===== src/mcsc_pkg.sv =====
// constants and carrier types for the motor control source configuration bank
package mcsc_pkg;
	localparam int ADDR_W = 8;
	localparam int DATA_W = 16;

	localparam logic [7:0] OFS_FAIL_REACT = 8'h71;
	localparam logic [7:0] OFS_PROT_EN    = 8'h72;
	localparam logic [7:0] OFS_SRC_SEL    = 8'h73;
	localparam logic [7:0] OFS_BUS_CFG    = 8'h74;
	localparam logic [7:0] OFS_HW_CFG     = 8'h75;

	localparam logic [15:0] RST_FAIL_REACT = 16'h000A;
	localparam logic [15:0] RST_PROT_EN    = 16'hFFBF;
	localparam logic [15:0] RST_SRC_SEL    = 16'h0022;
	localparam logic [15:0] RST_BUS_CFG    = 16'h005C;
	localparam logic [15:0] RST_HW_CFG     = 16'h2804;

	localparam logic [15:0] MAX_FAIL_REACT = 16'h007F;
	localparam logic [15:0] MAX_PROT_EN    = 16'hFFFF;
	localparam logic [15:0] MAX_SRC_SEL    = 16'h007F;
	localparam logic [15:0] MAX_BUS_CFG    = 16'h007F;
	localparam logic [15:0] MAX_HW_CFG     = 16'h0005;

	localparam int BIT_C1_LOCAL   = 0;
	localparam int FLD_MB_LO      = 4;
	localparam int FLD_SRC_LO     = 0;
	localparam int FLD_SEL_LO     = 4;
	localparam int BIT_C1_EN      = 0;
	localparam int BIT_C1_TWO     = 1;
	localparam int BIT_C1_EDGE    = 2;
	localparam int BIT_C1_INV_OFF = 3;
	localparam int BIT_C2_EN      = 4;
	localparam int BIT_MB_EN      = 6;
	localparam int BIT_HW_EN      = 0;
	localparam int BIT_HW_TWO     = 1;
	localparam int BIT_HW_EDGE    = 2;

	localparam logic [2:0] CODE_NONE   = 3'h0;
	localparam logic [2:0] CODE_C1     = 3'h1;
	localparam logic [2:0] CODE_MB     = 3'h2;
	localparam logic [2:0] CODE_HW     = 3'h3;
	localparam logic [2:0] CODE_FLOCAL = 3'h4;
	localparam logic [2:0] CODE_FREM   = 3'h5;
	localparam logic [2:0] CODE_OFF    = 3'h3;

	typedef struct packed {
		logic       wr;
		logic       rd;
		logic [7:0] addr;
		logic [15:0] wdata;
	} mcsc_req_t;

	typedef struct packed {
		logic       on;
		logic       off;
		logic       reset;
	} mcsc_cmd_t;

	typedef struct packed {
		logic       c1_two_bit;
		logic       c1_edge;
		logic       c1_inv_off;
		logic       hw_en;
		logic       hw_two_bit;
		logic       hw_edge;
	} mcsc_mode_t;
endpackage : mcsc_pkg


===== src/mcsc_config_bank.sv =====
// holding-register bank for command source, protection enables and failure reaction
`timescale 1ns/1ps
//Contract
// fail-react bit 0 forces switch local on class 1 bus failure; here a Modbus failure with remote reaction in the same cycle overrides it.
// fail-react bits 4-6 on Modbus failure: none, local, remote, off.
// protection enable register has one bit per protection, fixed order.
// disabled protection's fault or alarm is ignored; enabled one is activated.
// gating applies identically to all sixteen protection bits.
// source bits 0-2 pick remote command source: class1, Modbus, hardwire.
// source bits 4-6 pick local/remote selector driver incl. fixed local/remote.
// bus command config holds class1/class2/Modbus enables and class1 options.
// ON, OFF, reset commands accepted only from enabled protocols.
// master sets class1 width, edge, polarity bits when enabling class1.
// hardwire config holds enable, width and level/edge bits.
// configurer sets hardwire width and edge bits when enabling hardwire; code refuses writes above 0x0005, so 0x0007 is rejected.
// source, bus command and hardwire registers are written in one sequence.
// writes above a register's maximum are ignored, contents kept.
module mcsc_config_bank (
	input  wire logic              clk,
	input  wire logic              rst_n,
	input  wire logic              ce,
	input  wire mcsc_pkg::mcsc_req_t req,
	output logic [15:0]            rdata,
	output logic                   rvalid,
	output logic                   wr_err,
	input  wire logic [15:0]       prot_fault_raw,
	input  wire logic [15:0]       prot_alarm_raw,
	output logic [15:0]            prot_fault,
	output logic [15:0]            prot_alarm,
	input  wire logic              c1_fail,
	input  wire logic              mb_fail,
	input  wire logic              hw_remote_sel,
	input  wire mcsc_pkg::mcsc_cmd_t c1_cmd,
	input  wire mcsc_pkg::mcsc_cmd_t c2_cmd,
	input  wire mcsc_pkg::mcsc_cmd_t mb_cmd,
	input  wire mcsc_pkg::mcsc_cmd_t hw_cmd,
	input  wire logic              c1_remote_req,
	input  wire logic              mb_remote_req,
	output mcsc_pkg::mcsc_cmd_t    motor_cmd,
	output logic                   remote_mode,
	output logic                   force_off,
	output mcsc_pkg::mcsc_mode_t   mode
);
	import mcsc_pkg::*;

	logic [15:0] fail_q;
	logic [15:0] fail_d;
	logic [15:0] prot_q;
	logic [15:0] prot_d;
	logic [15:0] src_q;
	logic [15:0] src_d;
	logic [15:0] bus_q;
	logic [15:0] bus_d;
	logic [15:0] hw_q;
	logic [15:0] hw_d;
	logic [15:0] rdata_d;
	logic        rvalid_d;
	logic        wr_err_d;
	logic [15:0] pf_d;
	logic [15:0] pa_d;
	mcsc_cmd_t   cmd_d;
	logic        remote_q;
	logic        remote_d;
	logic        off_d;
	logic        hw_s1_q;
	logic        hw_s2_q;
	logic        c1f_s1_q;
	logic        c1f_s2_q;
	logic        mbf_s1_q;
	logic        mbf_s2_q;
	mcsc_cmd_t   hwc_s1_q;
	mcsc_cmd_t   hwc_s2_q;
	mcsc_mode_t  mode_d;

	// true when the write value lies within the register's range
	function automatic logic in_range(input logic [15:0] v, input logic [15:0] mx);
		in_range = (v <= mx);
	endfunction : in_range

	// gate a command by its protocol enable
	function automatic mcsc_cmd_t gate_cmd(input mcsc_cmd_t c, input logic en);
		gate_cmd = en ? c : '0;
	endfunction : gate_cmd

	always_comb begin
		fail_d   = fail_q;
		prot_d   = prot_q;
		src_d    = src_q;
		bus_d    = bus_q;
		hw_d     = hw_q;
		wr_err_d = 1'b0;
		rvalid_d = 1'b0;
		rdata_d  = rdata;
		if (req.wr) begin
			if (req.addr == OFS_FAIL_REACT) begin
				if (in_range(req.wdata, MAX_FAIL_REACT)) fail_d = req.wdata;
				else wr_err_d = 1'b1;
			end else if (req.addr == OFS_PROT_EN) begin
				if (in_range(req.wdata, MAX_PROT_EN)) prot_d = req.wdata;
				else wr_err_d = 1'b1;
			end else if (req.addr == OFS_SRC_SEL) begin
				if (in_range(req.wdata, MAX_SRC_SEL)) src_d = req.wdata;
				else wr_err_d = 1'b1;
			end else if (req.addr == OFS_BUS_CFG) begin
				if (in_range(req.wdata, MAX_BUS_CFG)) bus_d = req.wdata;
				else wr_err_d = 1'b1;
			end else if (req.addr == OFS_HW_CFG) begin
				if (in_range(req.wdata, MAX_HW_CFG)) hw_d = req.wdata;
				else wr_err_d = 1'b1;
			end else begin
				wr_err_d = 1'b1;
			end
		end
		if (req.rd) begin
			rvalid_d = 1'b1;
			// unmapped reads answer zero
			if (req.addr == OFS_FAIL_REACT) rdata_d = fail_q;
			else if (req.addr == OFS_PROT_EN) rdata_d = prot_q;
			else if (req.addr == OFS_SRC_SEL) rdata_d = src_q;
			else if (req.addr == OFS_BUS_CFG) rdata_d = bus_q;
			else if (req.addr == OFS_HW_CFG) rdata_d = hw_q;
			else rdata_d = '0;
		end
	end

	always_comb begin
		// every protection bit gated the same way
		pf_d = prot_fault_raw & prot_q;
		pa_d = prot_alarm_raw & prot_q;
		cmd_d = '0;
		case (src_q[FLD_SRC_LO +: 3])
			// class 1 commands need their own enable; class 2 has its own path
			CODE_C1: cmd_d = gate_cmd(c1_cmd, bus_q[BIT_C1_EN]);
			CODE_MB: cmd_d = gate_cmd(mb_cmd, bus_q[BIT_MB_EN]);
			CODE_HW: cmd_d = gate_cmd(hwc_s2_q, hw_q[BIT_HW_EN]);
			default: cmd_d = '0;
		endcase
		// class 2 acyclic commands ride alongside whichever source is active
		cmd_d = cmd_d | gate_cmd(c2_cmd, bus_q[BIT_C2_EN]);
		remote_d = remote_q;
		case (src_q[FLD_SEL_LO +: 3])
			CODE_C1:     remote_d = c1_remote_req;
			CODE_MB:     remote_d = mb_remote_req;
			CODE_HW:     remote_d = hw_s2_q;
			CODE_FLOCAL: remote_d = 1'b0;
			CODE_FREM:   remote_d = 1'b1;
			// unused selector codes hold the last state
			default:     remote_d = remote_q;
		endcase
		off_d = 1'b0;
		if (c1f_s2_q && fail_q[BIT_C1_LOCAL]) remote_d = 1'b0;
		if (mbf_s2_q) begin
			case (fail_q[FLD_MB_LO +: 3])
				CODE_C1: remote_d = 1'b0;
				CODE_MB: remote_d = 1'b1;
				CODE_OFF: off_d = 1'b1;
				default: ;
			endcase
		end
		// switch-off reaction overrides every source command
		if (off_d) cmd_d = '{on: 1'b0, off: 1'b1, reset: 1'b0};
		mode_d.c1_two_bit = bus_q[BIT_C1_TWO];
		mode_d.c1_edge    = bus_q[BIT_C1_EDGE];
		mode_d.c1_inv_off = bus_q[BIT_C1_INV_OFF];
		mode_d.hw_en      = hw_q[BIT_HW_EN];
		mode_d.hw_two_bit = hw_q[BIT_HW_TWO];
		mode_d.hw_edge    = hw_q[BIT_HW_EDGE];
	end

	always_ff @(posedge clk) begin
		if (!rst_n) begin
			fail_q     <= RST_FAIL_REACT;
			prot_q     <= RST_PROT_EN;
			src_q      <= RST_SRC_SEL;
			bus_q      <= RST_BUS_CFG;
			// power-up hardwire default lies above the write range; only writes are checked
			hw_q       <= RST_HW_CFG;
			rdata      <= '0;
			rvalid     <= 1'b0;
			wr_err     <= 1'b0;
			prot_fault <= '0;
			prot_alarm <= '0;
			motor_cmd  <= '0;
			remote_q   <= 1'b0;
			remote_mode <= 1'b0;
			force_off  <= 1'b0;
			mode       <= '0;
			hw_s1_q    <= 1'b0;
			hw_s2_q    <= 1'b0;
			c1f_s1_q   <= 1'b0;
			c1f_s2_q   <= 1'b0;
			mbf_s1_q   <= 1'b0;
			mbf_s2_q   <= 1'b0;
			hwc_s1_q   <= '0;
			hwc_s2_q   <= '0;
		end else if (ce) begin
			fail_q     <= fail_d;
			prot_q     <= prot_d;
			src_q      <= src_d;
			bus_q      <= bus_d;
			hw_q       <= hw_d;
			rdata      <= rdata_d;
			rvalid     <= rvalid_d;
			wr_err     <= wr_err_d;
			prot_fault <= pf_d;
			prot_alarm <= pa_d;
			motor_cmd  <= cmd_d;
			remote_q   <= remote_d;
			remote_mode <= remote_d;
			force_off  <= off_d;
			mode       <= mode_d;
			// pin-level inputs pass two flops before use
			hw_s1_q    <= hw_remote_sel;
			hw_s2_q    <= hw_s1_q;
			c1f_s1_q   <= c1_fail;
			c1f_s2_q   <= c1f_s1_q;
			mbf_s1_q   <= mb_fail;
			mbf_s2_q   <= mbf_s1_q;
			hwc_s1_q   <= hw_cmd;
			hwc_s2_q   <= hwc_s1_q;
		end
	end
endmodule : mcsc_config_bank


===== config.mk =====
export PLATFORM = sky130hd
export DESIGN_NAME = mcsc_config_bank
export DESIGN_NICKNAME = d
export VERILOG_FILES = /design/src/mcsc_pkg.sv /design/src/mcsc_config_bank.sv
export SDC_FILE = /design/constraint.sdc
export NUM_CORES = 1
export LEC_CHECK = 0
export ABC_AREA = 0
export BUFFER_PORTS_ARGS = -buffer_cell sky130_fd_sc_hd__buf_4
export CAP_MARGIN = 20
export CORE_MARGIN = 2
export CORE_UTILIZATION = 59
export CTS_CLUSTER_DIAMETER = 150
export DETAILED_ROUTE_END_ITERATION = 8
export GPL_TIMING_DRIVEN = 0
export PLACE_DENSITY = 0.94
export REMOVE_ABC_BUFFERS = 1
export SLEW_MARGIN = 5
export SYNTH_ARGS = -nofsm -noshare
export SYNTH_HDL_FRONTEND = slang
export SYNTH_SLANG_ARGS = --single-unit

===== constraint.sdc =====
create_clock -name clk -period 5.85 [get_ports clk]
set_input_delay 1.4625 -clock clk [delete_from_list [all_inputs] [get_ports clk]]
set_output_delay 1.4625 -clock clk [all_outputs]
set_load 0.05 [all_outputs]

==> impl_metrics.toml <==
[outcome]
status = "finished clean"

[sta]
worstMarginPinSlew_ns = 1.01
period_share_pct = 62.0
relSlewSlack_pct = 31.9
setup_violations = 0
finalSetupTns_ns = 0
hold_slack_ns = 0.434
fmax_ghz = 0.276
period_minus_slack_ns = 3.63
skew_ns = 0.00701
drv_slew = 0
finalHoldViolCount = 0
rsz0062_at_grt = "false"

[drt]
drc = 0
highest_layer = "met4"
wl_met1_um = 7060
met2_wirelength_um = 8530
final_antenna_net_count = 0
drt-initial-drc-count = 606
wl_met3_um = 1350
vias_per_cell = 6.05
dr.pass1.iters = 5
postRouteWirelength_um = 17700
wl_per_cell_um = 18.3
num_vias = 5845

[clock_tree]
cts_max_path_buffers = 2
clkTransAtPathRegs_ns = 0.06
clockRootBuffer = "clkbuf_8"
cts_tree = "built"
cts_sinks = 153
htreeDepth = 4
clk_latency_ns = 0.54
cts_resized = 0
numCtsBuffers = 17
postCtsHoldBufs = 0
post_cts_buffers = 0

[die]
io_pins = 139
die_w_um = 110
die_h_um = 110
core_region_area_um2 = 10800
placementRows = 38
start_util_pct = 60.6
dieArea_um2 = 12000

[setup_path]
crit_path_start = "ce"
cpMaxStageDelayCell = "nand4_1"
crit_path_max_incr_delay_ns = 0.74
start_kind = "input pin"
crit_end = "prot_q[10]"
worstSetupPathType = "input pin to register"
worst_r2r_startpoint = "src_q[0]"
crit_path_max_fanout = 95
cp_data_arrival_time_ns = 4.04
worst_r2r_endpoint = "motor_cmd[0]"
reg2reg_slack_ns = 4.39
required_ns = 6.27
r2r_cells = 4
crit_chain = "buf_4 > and2_0 > nand4_1 > buf_8 > mux2i_1 > nand2_1"
cp-end-kind = "register"

[grt]
grt_pass1_wl_um = 27600
antenna_found_initial = 0
grt_use_total_pct = 29.9
grt_overflow = 0
grt_pass1_vias = 5680
grt_max_degree = 156

[finish]
fillers = 663
layoutNonFillerInstCount = 966
antenna_cells = 0
drive_gt1_share_pct = 21.4
nets = 891
syn2layout_area_growth_pct = 26.3

[synthesis]
synth_cell_types = 46
netlist_area_um2 = 6570
syn_avg_cell_area_um2 = 9.26
synthFlopType = "dfxtp_1"
async_flop_share_pct = 0
synth_commonest_cells = "dfxtp_1, nand2_1, mux2i_1, clkbuf_1, nand3_1"
ys_seq_area_share_pct = 46.6
yosysTopAreaCell = "dfxtp_1"
ys_seq_elements = 153
syn_inst = 709
ys_warn_count = 0
synth_area_leaders = "dfxtp_1, mux2i_1, nand2_1, a21boi_0, and3_1"
yosys.area.top_type_share_pct = 46.6
synth_most_common_cell = "dfxtp_1"
synth_edf_count = 0

[worst_hold_path]
worstHoldPathType = "register to register"

[placement]
gp_congestion = 0.870
dp_hpwl_um = 10900
io_buffers = 138
placedCellCount = 933

[pwr]
fin_total_pwr_mw = 2.62
leakage_nw = 3.69
power_density_nw_per_um2 = 316
ir_drop_v = 0.000277

[job]
max-cap-violations = 0
## state kept, by name (all words and copies together), names as in the netlist, 3 cells and up
signal / count
bus_q: 16
fail_q: 16
hw_q: 16
prot_alarm: 16
prot_fault: 16
prot_q: 16
rdata: 16
src_q: 16
mode: 6
hwc_s1_q: 3
hwc_s2_q: 3
motor_cmd: 3
## power by group
group / switching [mW] / internal (mW)
Combinational: 0.158 / 0.101
Sequential: 0.0125 / 1.06
Clock: 0.449 / 0.838
Total: 0.619 / 2.00
## cell families (layout without fill, tap and decap cells)
kind of cell | Yosys count | after routing | share of synthesized area [%]
and+or+nand+nor | 300 | 300 | 25.4
DFF | 153 | 153 | 46.6
AOI/OAI and AO/OA | 125 | 125 | 13.1
muxes | 74 | 74 | 11.3
buffers and inverters | 57 | 174 | 3.60
## per-layer routing
layer	global-route usage, %	vias to the layer above
li1	-	2732
met1	37.5	2739
met2	47.4	299
met3	6.52	75
met4	17.5	0
met5	0	-
## worst min-delay path by stage
stage,startpoint,to,slack [ns],cells after the start
after floorplan,hw_q[11],hw_q[11],0.42,1
after global routing,rdata[11],rdata[11],0.46,2
after global placement,rdata[0],rdata[0],0.43,2
final,rdata[11],rdata[11],0.43,2
after detailed placement,rdata[11],rdata[11],0.43,2
after CTS,rdata[11],rdata[11],0.44,2
## cell type report
type | instances | area, um2 | area share [%]
clock buffer | 18 | 428 | 5.16
clock inverter | 14 | 268 | 3.23
inverter | 2 | 7.51 | 0.0905
multi-input combinational | 499 | 3270 | 39.5
sequential | 153 | 3060 | 36.9
tap | 140 | 175 | 2.11
timing repair buffer | 140 | 1080 | 13.0
## metrics by stage
| stage | util, % | worst slack, ns | instance area, um2 |
|---|---|---|---|
| floorplan | - | 2.75 | 6340 |
| global placement | 69.7 | 1.55 | 7550 |
| detailed placement | 69.8 | 1.79 | 7570 |
| CTS | 76.3 | 2.26 | 8270 |
| global route | 76.5 | 2.14 | 8290 |
| finish | 76.5 | 2.22 | 8290 |
## cells in the final DEF (no fill, tap or decap), types with 3 or more instances in the layout
master     instances
dfxtp_1          153
buf_4            138
nand2_1           81
mux2i_1           74
nand3_1           40
and3_1            39
nand2b_1          36
a21boi_0          33
nor2b_1           31
a21oi_1           29
nor2_1            16
clkbuf_16         16
o21ai_0           15
nand3b_1          13
o221ai_1          12
a2bb2oi_1         11
nand4_1            8
bufinv_16          7
a31oi_1            6
o22ai_1            5
nor4bb_1           5
and2_0             4
and2_1             4
nor3b_1            4
or4_1              3
o211ai_1           3
or3_1              3
nor3_1             3
a222oi_1           3
## critical path: cells and delay by family
family	cells	cell delay, ns
multiplexers	1	0.21
buffers and inverters	2	1.12
AND/OR/NAND/NOR	3	1.23
No activity file was read; power rests on OpenSTA's default activity.
